## src/an_exp_pkg.sv

```systemverilog
package an_exp_pkg;
    localparam logic [7:0] SEL_REG_ADDR = 8'h6E;
    localparam logic [7:0] OFS_REG_ADDR = 8'h6F;
    localparam logic [7:0] DATA_WIN_ADDR = 8'hA0;
    localparam logic [2:0] FUNC_EEE = 3'h1;
    localparam logic [3:0] PORT_FIRST = 4'h3;
    localparam logic [3:0] PORT_LAST = 4'h4;
    localparam logic [7:0] OFS_EXP_HI = 8'h0C;
    localparam logic [7:0] OFS_EXP_LO = 8'h0D;
    localparam int BIT_LOC_ABLE = 6;
    localparam int BIT_LOC_SEL = 5;
    localparam int BIT_PD_FAULT = 4;
    localparam int BIT_LP_NP = 3;
    localparam int BIT_NP_ABLE = 2;
    localparam int BIT_PAGE_RX = 1;
    localparam int BIT_LP_AN = 0;
    localparam logic [7:0] SEL_RESET = 8'h00;
    localparam logic [7:0] OFS_RESET = 8'h00;
    localparam logic [7:0] RDATA_RESET = 8'h00;
    localparam int NPORTS = 2;

    typedef struct packed {
        logic pd_fault;
        logic page_rx;
        logic lp_np_able;
        logic lp_an_able;
    } port_status_s;
endpackage : an_exp_pkg

```

## src/autoneg_expansion_status_reg.sv

```systemverilog
// Summary of operation
// - Offset 0x0C high, 0x0D low, via 0xA0
// - Bit 6 reads constant one
// - Bit 5 reads one: pages in 8h
// - Parallel detection fault latches high, reset zero
// - Reading fault bit returns it, then clears
// - Bit 3 reports partner next-page ability
// - Bit 2 reports local next-page support, one
// - Page received latches high, reset zero
// - Bit 0 reports partner auto-negotiation ability
`timescale 1ns/1ps
module autoneg_expansion_status_reg
    import an_exp_pkg::*;
#(
    parameter logic LOC_SEL_8H = 1'b1,
    parameter logic LOCAL_NP_ABLE = 1'b1
) (
    input wire logic clk,
    input wire logic rst,
    input wire logic [7:0] addr,
    input wire logic wr_en,
    input wire logic rd_en,
    input wire logic [7:0] wdata,
    output logic [7:0] rdata,
    input wire port_status_s [NPORTS-1:0] port_ev
);
    // port_ev: pd_fault/page_rx are one-cycle events, the other two levels,
    // all from logic on this clock. Index 0 is port 3, index 1 is port 4.
    logic [7:0] sel_r, sel_nxt;
    logic [7:0] ofs_r, ofs_nxt;
    logic [7:0] rdata_r, rdata_nxt;
    logic [NPORTS-1:0] fault_r, fault_nxt;
    logic [NPORTS-1:0] prx_r, prx_nxt;
    logic [NPORTS-1:0] lpnp_r, lpnp_nxt;
    logic [NPORTS-1:0] lpan_r, lpan_nxt;

    function automatic logic [15:0] exp_word(input logic f, input logic p,
                                             input logic np, input logic an);
        logic [15:0] w;
        w = 16'h0000;
        w[BIT_LOC_ABLE] = 1'b1;
        w[BIT_LOC_SEL] = LOC_SEL_8H;
        w[BIT_PD_FAULT] = f;
        w[BIT_LP_NP] = np;
        w[BIT_NP_ABLE] = LOCAL_NP_ABLE;
        w[BIT_PAGE_RX] = p;
        w[BIT_LP_AN] = an;
        return w;
    endfunction : exp_word

    // Address decode, shared by the write and read paths
    function automatic logic hit(input logic strobe, input logic [7:0] a,
                                 input logic [7:0] target);
        return strobe && (a == target);
    endfunction : hit

    // The window only answers for the EEE group and one of the two copper ports
    function automatic logic sel_valid(input logic [7:0] s);
        logic grp_ok;
        logic port_ok;
        grp_ok = (s[7:5] == FUNC_EEE);
        port_ok = (s[3:0] >= PORT_FIRST) && (s[3:0] <= PORT_LAST);
        return grp_ok && port_ok;
    endfunction : sel_valid

    // Index 0 is port 3, index 1 is port 4
    function automatic logic [0:0] port_index(input logic [7:0] s);
        return (s[3:0] == PORT_LAST) ? 1'b1 : 1'b0;
    endfunction : port_index

    // Byte picked out of the status word by the offset register
    function automatic logic [7:0] win_byte(input logic ok, input logic [7:0] o,
                                            input logic [15:0] w);
        logic [7:0] b;
        b = 8'h00;
        if (ok && o == OFS_EXP_HI) begin
            b = w[15:8];
        end else if (ok && o == OFS_EXP_LO) begin
            b = w[7:0];
        end
        return b;
    endfunction : win_byte

    logic sel_ok;
    logic [0:0] pidx;
    logic win_rd;
    logic lo_rd;
    logic [15:0] word;

    assign sel_ok = sel_valid(sel_r);
    assign pidx = port_index(sel_r);
    assign win_rd = hit(rd_en, addr, DATA_WIN_ADDR) && sel_ok;
    assign lo_rd = win_rd && (ofs_r == OFS_EXP_LO);
    assign word = exp_word(fault_r[pidx], prx_r[pidx], lpnp_r[pidx], lpan_r[pidx]);

    // Select and offset registers
    always_comb begin
        sel_nxt = sel_r;
        ofs_nxt = ofs_r;
        if (hit(wr_en, addr, SEL_REG_ADDR)) begin
            sel_nxt = wdata;
        end
        if (hit(wr_en, addr, OFS_REG_ADDR)) begin
            ofs_nxt = wdata;
        end
    end

    always_ff @(posedge clk) begin
        if (rst) begin
            sel_r <= SEL_RESET;
            ofs_r <= OFS_RESET;
        end else begin
            sel_r <= sel_nxt;
            ofs_r <= ofs_nxt;
        end
    end

    // Read data stands until the next read strobe
    always_comb begin
        rdata_nxt = rdata_r;
        if (rd_en) begin
            case (addr)
                SEL_REG_ADDR: rdata_nxt = sel_r;
                OFS_REG_ADDR: rdata_nxt = ofs_r;
                DATA_WIN_ADDR: rdata_nxt = win_byte(sel_ok, ofs_r, word);
                default: rdata_nxt = 8'h00;
            endcase
        end
    end

    always_ff @(posedge clk) begin
        if (rst) begin
            rdata_r <= RDATA_RESET;
        end else begin
            rdata_r <= rdata_nxt;
        end
    end

    // Latched events: clear on a low-byte read; a new event in that cycle wins
    always_comb begin
        fault_nxt = fault_r;
        prx_nxt = prx_r;
        for (int i = 0; i < NPORTS; i++) begin
            if (lo_rd && pidx == i[0:0]) begin
                fault_nxt[i] = 1'b0;
                prx_nxt[i] = 1'b0;
            end
            if (port_ev[i].pd_fault) begin
                fault_nxt[i] = 1'b1;
            end
            if (port_ev[i].page_rx) begin
                prx_nxt[i] = 1'b1;
            end
        end
    end

    always_ff @(posedge clk) begin
        if (rst) begin
            fault_r <= '0;
            prx_r <= '0;
        end else begin
            fault_r <= fault_nxt;
            prx_r <= prx_nxt;
        end
    end

    // Partner abilities are plain levels, registered once
    always_comb begin
        lpnp_nxt = lpnp_r;
        lpan_nxt = lpan_r;
        for (int i = 0; i < NPORTS; i++) begin
            lpnp_nxt[i] = port_ev[i].lp_np_able;
            lpan_nxt[i] = port_ev[i].lp_an_able;
        end
    end

    always_ff @(posedge clk) begin
        if (rst) begin
            lpnp_r <= '0;
            lpan_r <= '0;
        end else begin
            lpnp_r <= lpnp_nxt;
            lpan_r <= lpan_nxt;
        end
    end

    // Output comes straight from the read data register
    assign rdata = rdata_r;

endmodule : autoneg_expansion_status_reg

```

## config.mk

```make
export PLATFORM = sky130hd
export DESIGN_NAME = autoneg_expansion_status_reg
export DESIGN_NICKNAME = d
export VERILOG_FILES = /design/src/an_exp_pkg.sv /design/src/autoneg_expansion_status_reg.sv
export SDC_FILE = /design/constraint.sdc
export NUM_CORES = 1
export LEC_CHECK = 0
export CAP_MARGIN = 40
export CORE_MARGIN = 2
export CORE_UTILIZATION = 30
export DETAILED_ROUTE_END_ITERATION = 7
export DONT_BUFFER_PORTS = 1
export SYNTH_ARGS = -nofsm -noshare
export SYNTH_HDL_FRONTEND = slang
export SYNTH_SLANG_ARGS = --single-unit
export TNS_END_PERCENT = 50
```

## constraint.sdc

```tcl
create_clock -name clk -period 1.7 [get_ports clk]
set_input_delay 0.085 -clock clk [delete_from_list [all_inputs] [get_ports clk]]
set_output_delay 0.085 -clock clk [all_outputs]
set_load 0.01 [all_outputs]
```

; Word-level counts from Yosys, hierarchy flattened
; Index checks and enable logic that the tools add are counted.
[totals]
regBits = 32
in_bits = 28
[classes]
n_lt_le_gt_ge = 3
n_eq_ne = 7
bitwise = 1
n_mux = 18
reduce_logical = 15
[op_table]
columns = operator, count
row1 = $pmux 8 s3, 1
row2 = $eq 8x4->1 const B, 2
row3 = $eq 8x7->1 const B, 2
row4 = $mux 1, 15
row5 = $mux 7, 2
row6 = $logic_and 1x1->1, 11
row7 = $eq 8x8->1 const B, 1
row8 = $reduce_bool 2->1, 4
row9 = $eq 4x3->1 const B, 1
row10 = $ge 4x2->1 const B, 1
row11 = $le 4x3->1 const B, 1
row12 = $eq 3x1->1 const B, 1
row13 = $lt 1x2->1 const B, 1
row14 = $not 1->1, 1

; Depth between registers and ports, before layout
[logic_depth]
depth_word = 8
ltp_mapped = 5

; Worst setup path before layout
; OpenSTA, ideal clock, no wires.
[synth_timing]
kind = register -> register
startpoint = register ofs_r[5]
endpoint = register fault_r[1]
path_stages_with_launch = 5
setup_time_ns = 0.145
required_time_ns = 1.555
slack_ns = 0.146
t_arrival_ns = 1.409
period_less_slack_ns = 1.554
cell_sequence = dfxtp_1 or4_4 nor3_4 and2_1 a311oi_1
[synth_via]
elab_chain_cells = 4
[synth_rtl]
columns = item, line
row1 = from (decl), autoneg_expansion_status_reg.sv:30  ; logic [7:0] ofs_r, ofs_nxt;
row2 = from (signal assigned), autoneg_expansion_status_reg.sv:114  ; ofs_r <= ofs_nxt;
row3 = $eq 8x4->1, autoneg_expansion_status_reg.sv:93  ; assign lo_rd = win_rd && (ofs_r == OFS_EXP_LO);
row4 = $logic_and 1x1->1, autoneg_expansion_status_reg.sv:93
row5 = $logic_and 1x1->1, autoneg_expansion_status_reg.sv:144  ; if (lo_rd && pidx == i[0:0]) begin
row6 = $reduce_bool 2->1 (no line), -
row7 = to (signal assigned), autoneg_expansion_status_reg.sv:162  ; fault_r <= fault_nxt;
row8 = to (decl), autoneg_expansion_status_reg.sv:32  ; logic [NPORTS-1:0] fault_r, fault_nxt;
; No other way between the ends.
; A chain may end at the register's enable or synchronous reset.

; Worst setup path after layout
[layout_timing]
startpoint = register ofs_r[4]
endpoint = register prx_r[1]
[layout_via]
elab_chain_cells = 4
[layout_rtl]
columns = item, line
row1 = $eq 8x4->1, autoneg_expansion_status_reg.sv:93
row2 = $logic_and 1x1->1, autoneg_expansion_status_reg.sv:93
row3 = $logic_and 1x1->1, autoneg_expansion_status_reg.sv:144
row4 = $reduce_bool 2->1 (no line), -
row5 = to (signal assigned), autoneg_expansion_status_reg.sv:163  ; prx_r <= prx_nxt;
row6 = to (decl), autoneg_expansion_status_reg.sv:33  ; logic [NPORTS-1:0] prx_r, prx_nxt;
; No other way between the ends.

==> impl_metrics.toml <==
[placement]
gp_congestion = 0.7152
dpl.hpwl_um = 2399
portBuffers = 0

[die]
core_mm2 = 0.005010
die_h_um = 75.51
start_util_pct = 30.62
die_x_um = 75.51
io_pins = 36
rows = 26
dieArea_mm2 = 0.005701

[synthesis]
async_reset_ff_share_pct = 0
yosysSeqAreaShare_pct = 41.76
synth_area_leaders = "dfxtp_1 42%, mux2i_1 13%, mux2_2 5.9%"
avgSynthCellArea_um2 = 10.30
synth_common_cells = "32 x dfxtp_1, 21 x nor2_1, 20 x mux2i_1, 8 x mux2_2, 8 x nor2b_1"
syn_nets = 177
ys.flop_type = "dfxtp_1"
yosys_warnings = 0
synthCells = 149
syn_area_mm2 = 0.001534
synth_cell_types = 35
synth_edf_count = 0
ys_ff_latch = 32
yosysTopAreaCell = "dfxtp_1"
yosysMostFrequentCell = "dfxtp_1"
synth.top_cell.area_share_pct = 41.76

[critical_path]
crit_start = "ofs_r[4]"
crit_fanout = 6
critPathMaxStageDelay_ns = 0.55
startpoint_type = "flip-flop"
critical_path.cell_chain = "or4b_4, nor3_4, and2_1, a311oi_1"
r2r-start = "ofs_r[4]"
crit_type = "reg -> reg"
r2r-end = "prx_r[1]"
rr_worst_depth = 4
endpoint = "prx_r[1]"
end_kind = "flip-flop"
arrival_ns = 1.81
cp.required_ns = 1.86
rrSetupSlack_ns = 0.05
cpMaxStageDelayCell = "or4b_4"

[clock_network]
cts_sinks = 32
cts_root_buf = "clkbuf_8"
htree_levels = 2
worst_skew_pair.late_latency_ns = 0.28
path_clk_slew_ns = 0.06
clockBufferDepth = 2
cts_made_buffers = 5
cts_tree = "done"

[routing]
wl_met3_um = 217
route.met2.wl_um = 1525
wl_per_cell_um = 14.03
first_pass_iters = 4
drt-initial-drc-count = 105
wl_um = 3410
drcViolationCount = 0
ant_nets = 0
met1Wirelength_um = 1631
vias = 1216
dr.max_layer_used = "met4"
vias_per_cell = 5.004

[final_layout]
drive_above_1_share_pct = 17.34
post-route-util_pct = 38.19
fill_cells = 537
area_growth_pct = 24.71
final_nets = 203
antenna_cells = 0

[timing]
max_slew_margin_pct = 69.02
final-hold-violation-count = 0
rsz0062_at_grt = "yes"
setup-violations-final = 0
period_needed_ns = 1.651
slew_viol_final = 0
whs_ns = 0.02259
period_share_pct = 97.09
skew_ns = 0.002662
fmax_ghz = 0.6059
worst_pin_slew_ns = 0.4616

[hold_path]
hold_start = "port_ev[7]"
hold_class = "in -> reg"
hold_depth = 2

[power]
power.density_mw_per_mm2 = 714.9
total_power_mw = 1.368
vdd_drop_max_mv = 0.3625
p_leak_nw = 0.7064

[global_routing]
grt_overflow = 0
grt_pass1_vias = 1129
grt.total_usage_pct = 12.98
grt_start_max_net_pins = 33
grt_pass1_wl_um = 5520
antenna_found_initial = 0

[job]
cap_viol_max_count = 0

[run_status]
status = "complete, no violations"
-- registers in the layout, summed over array words and instances, names as in the netlist --
name     count
lpan_r       2
prx_r        2
ofs_r        8
sel_r        8
fault_r      2
rdata        8
lpnp_r       2
-- cell type report --
cell class	instances	area, um^2	area share (%)
clock buffers	5	68.82	3.597
inverters	4	15.01	0.7848
multi-input cells	107	858.3	44.87
flip-flops and latches	32	640.6	33.49
well taps	70	87.58	4.578
repair buffers	25	242.7	12.69
-- power by group --
part / switching (mW) / internal (mW) / leakage [nW] / total (mW)
combinational: 0.0351 / 0.0563 / 0.410 / 0.0914
clock: 0.246 / 0.263 / 0.0359 / 0.509
sequential: 0.00477 / 0.762 / 0.260 / 0.767
-- worst max-delay path, delay by kind of cell (launching register included) --
kind | cells | cell delay [ns]
AO/OA/AOI/OAI | 1 | 0.10
flip-flops | 1 | 0.32
AND/OR/NAND/NOR | 3 | 1.11
-- cell usage in the layout, fill, tap and decap left out, types with 2 or more instances in the layout --
master | Yosys | layout
a211oi_1 | 2 | 2
a221oi_2 | 4 | 4
a22oi_1 | 3 | 3
a311oi_1 | 2 | 2
buf_4 | 0 | 7
clkbuf_8 | 0 | 5
dfxtp_1 | 32 | 32
dlygate4sd3_1 | 0 | 17
inv_1 | 4 | 4
mux2_2 | 8 | 8
mux2i_1 | 20 | 20
nand2b_1 | 5 | 5
nand3_1 | 6 | 5
nor2_1 | 21 | 21
nor2b_1 | 8 | 8
nor3b_1 | 4 | 4
o31a_1 | 4 | 4
o32ai_1 | 3 | 3
-- per-layer routing --
metal / GRT usage, % / vias to the layer above
met5: 0 / -
met4: 4.094 / 0
met3: 4.497 / 2
met2: 18.36 / 32
met1: 18.49 / 575
li1: - / 607
-- worst min-delay path by stage --
stage	to	slack [ns]
floorplan	lpan_r[0]	0.16
global placement	rdata[1]	0.16
detailed placement	rdata[3]	0.16
CTS	fault_r[1]	0.02
global route	rdata[3]	0.05
finish	fault_r[1]	0.02
-- metrics by stage --
step / instance area, um^2 / setup WS, ns / cells / TNS, ns
detailed placement: 1642 / 0.02963 / 219 / 0
global placement: 1642 / 0.05803 / 219 / 0
global route: 1913 / -0.03742 / 243 / -0.2149
CTS: 1901 / 0.007689 / 242 / 0
finish: 1913 / 0.04945 / 243 / 0
floorplan: 1534 / 0.1463 / 149 / 0
-- kinds of logic (layout without fill, tap and decap cells) --
logic type | count (synthesis) | in the layout | synth area share [%]
multiplexers | 28 | 28 | 18.92
AO/OA/AOI/OAI | 22 | 22 | 13.38
flip-flops | 32 | 32 | 41.76
AND/OR/NAND/NOR | 57 | 57 | 23.33
buffers and inverters | 10 | 34 | 2.610
-- what timing repair did --
item	in CTS	in global routing
hold buffers	18	0
resized for setup	0	1
setup endpoints to repair	0	7
hold endpoints to repair	32	0
buffers inserted	0	1
(Power assumes the default switching activity.)
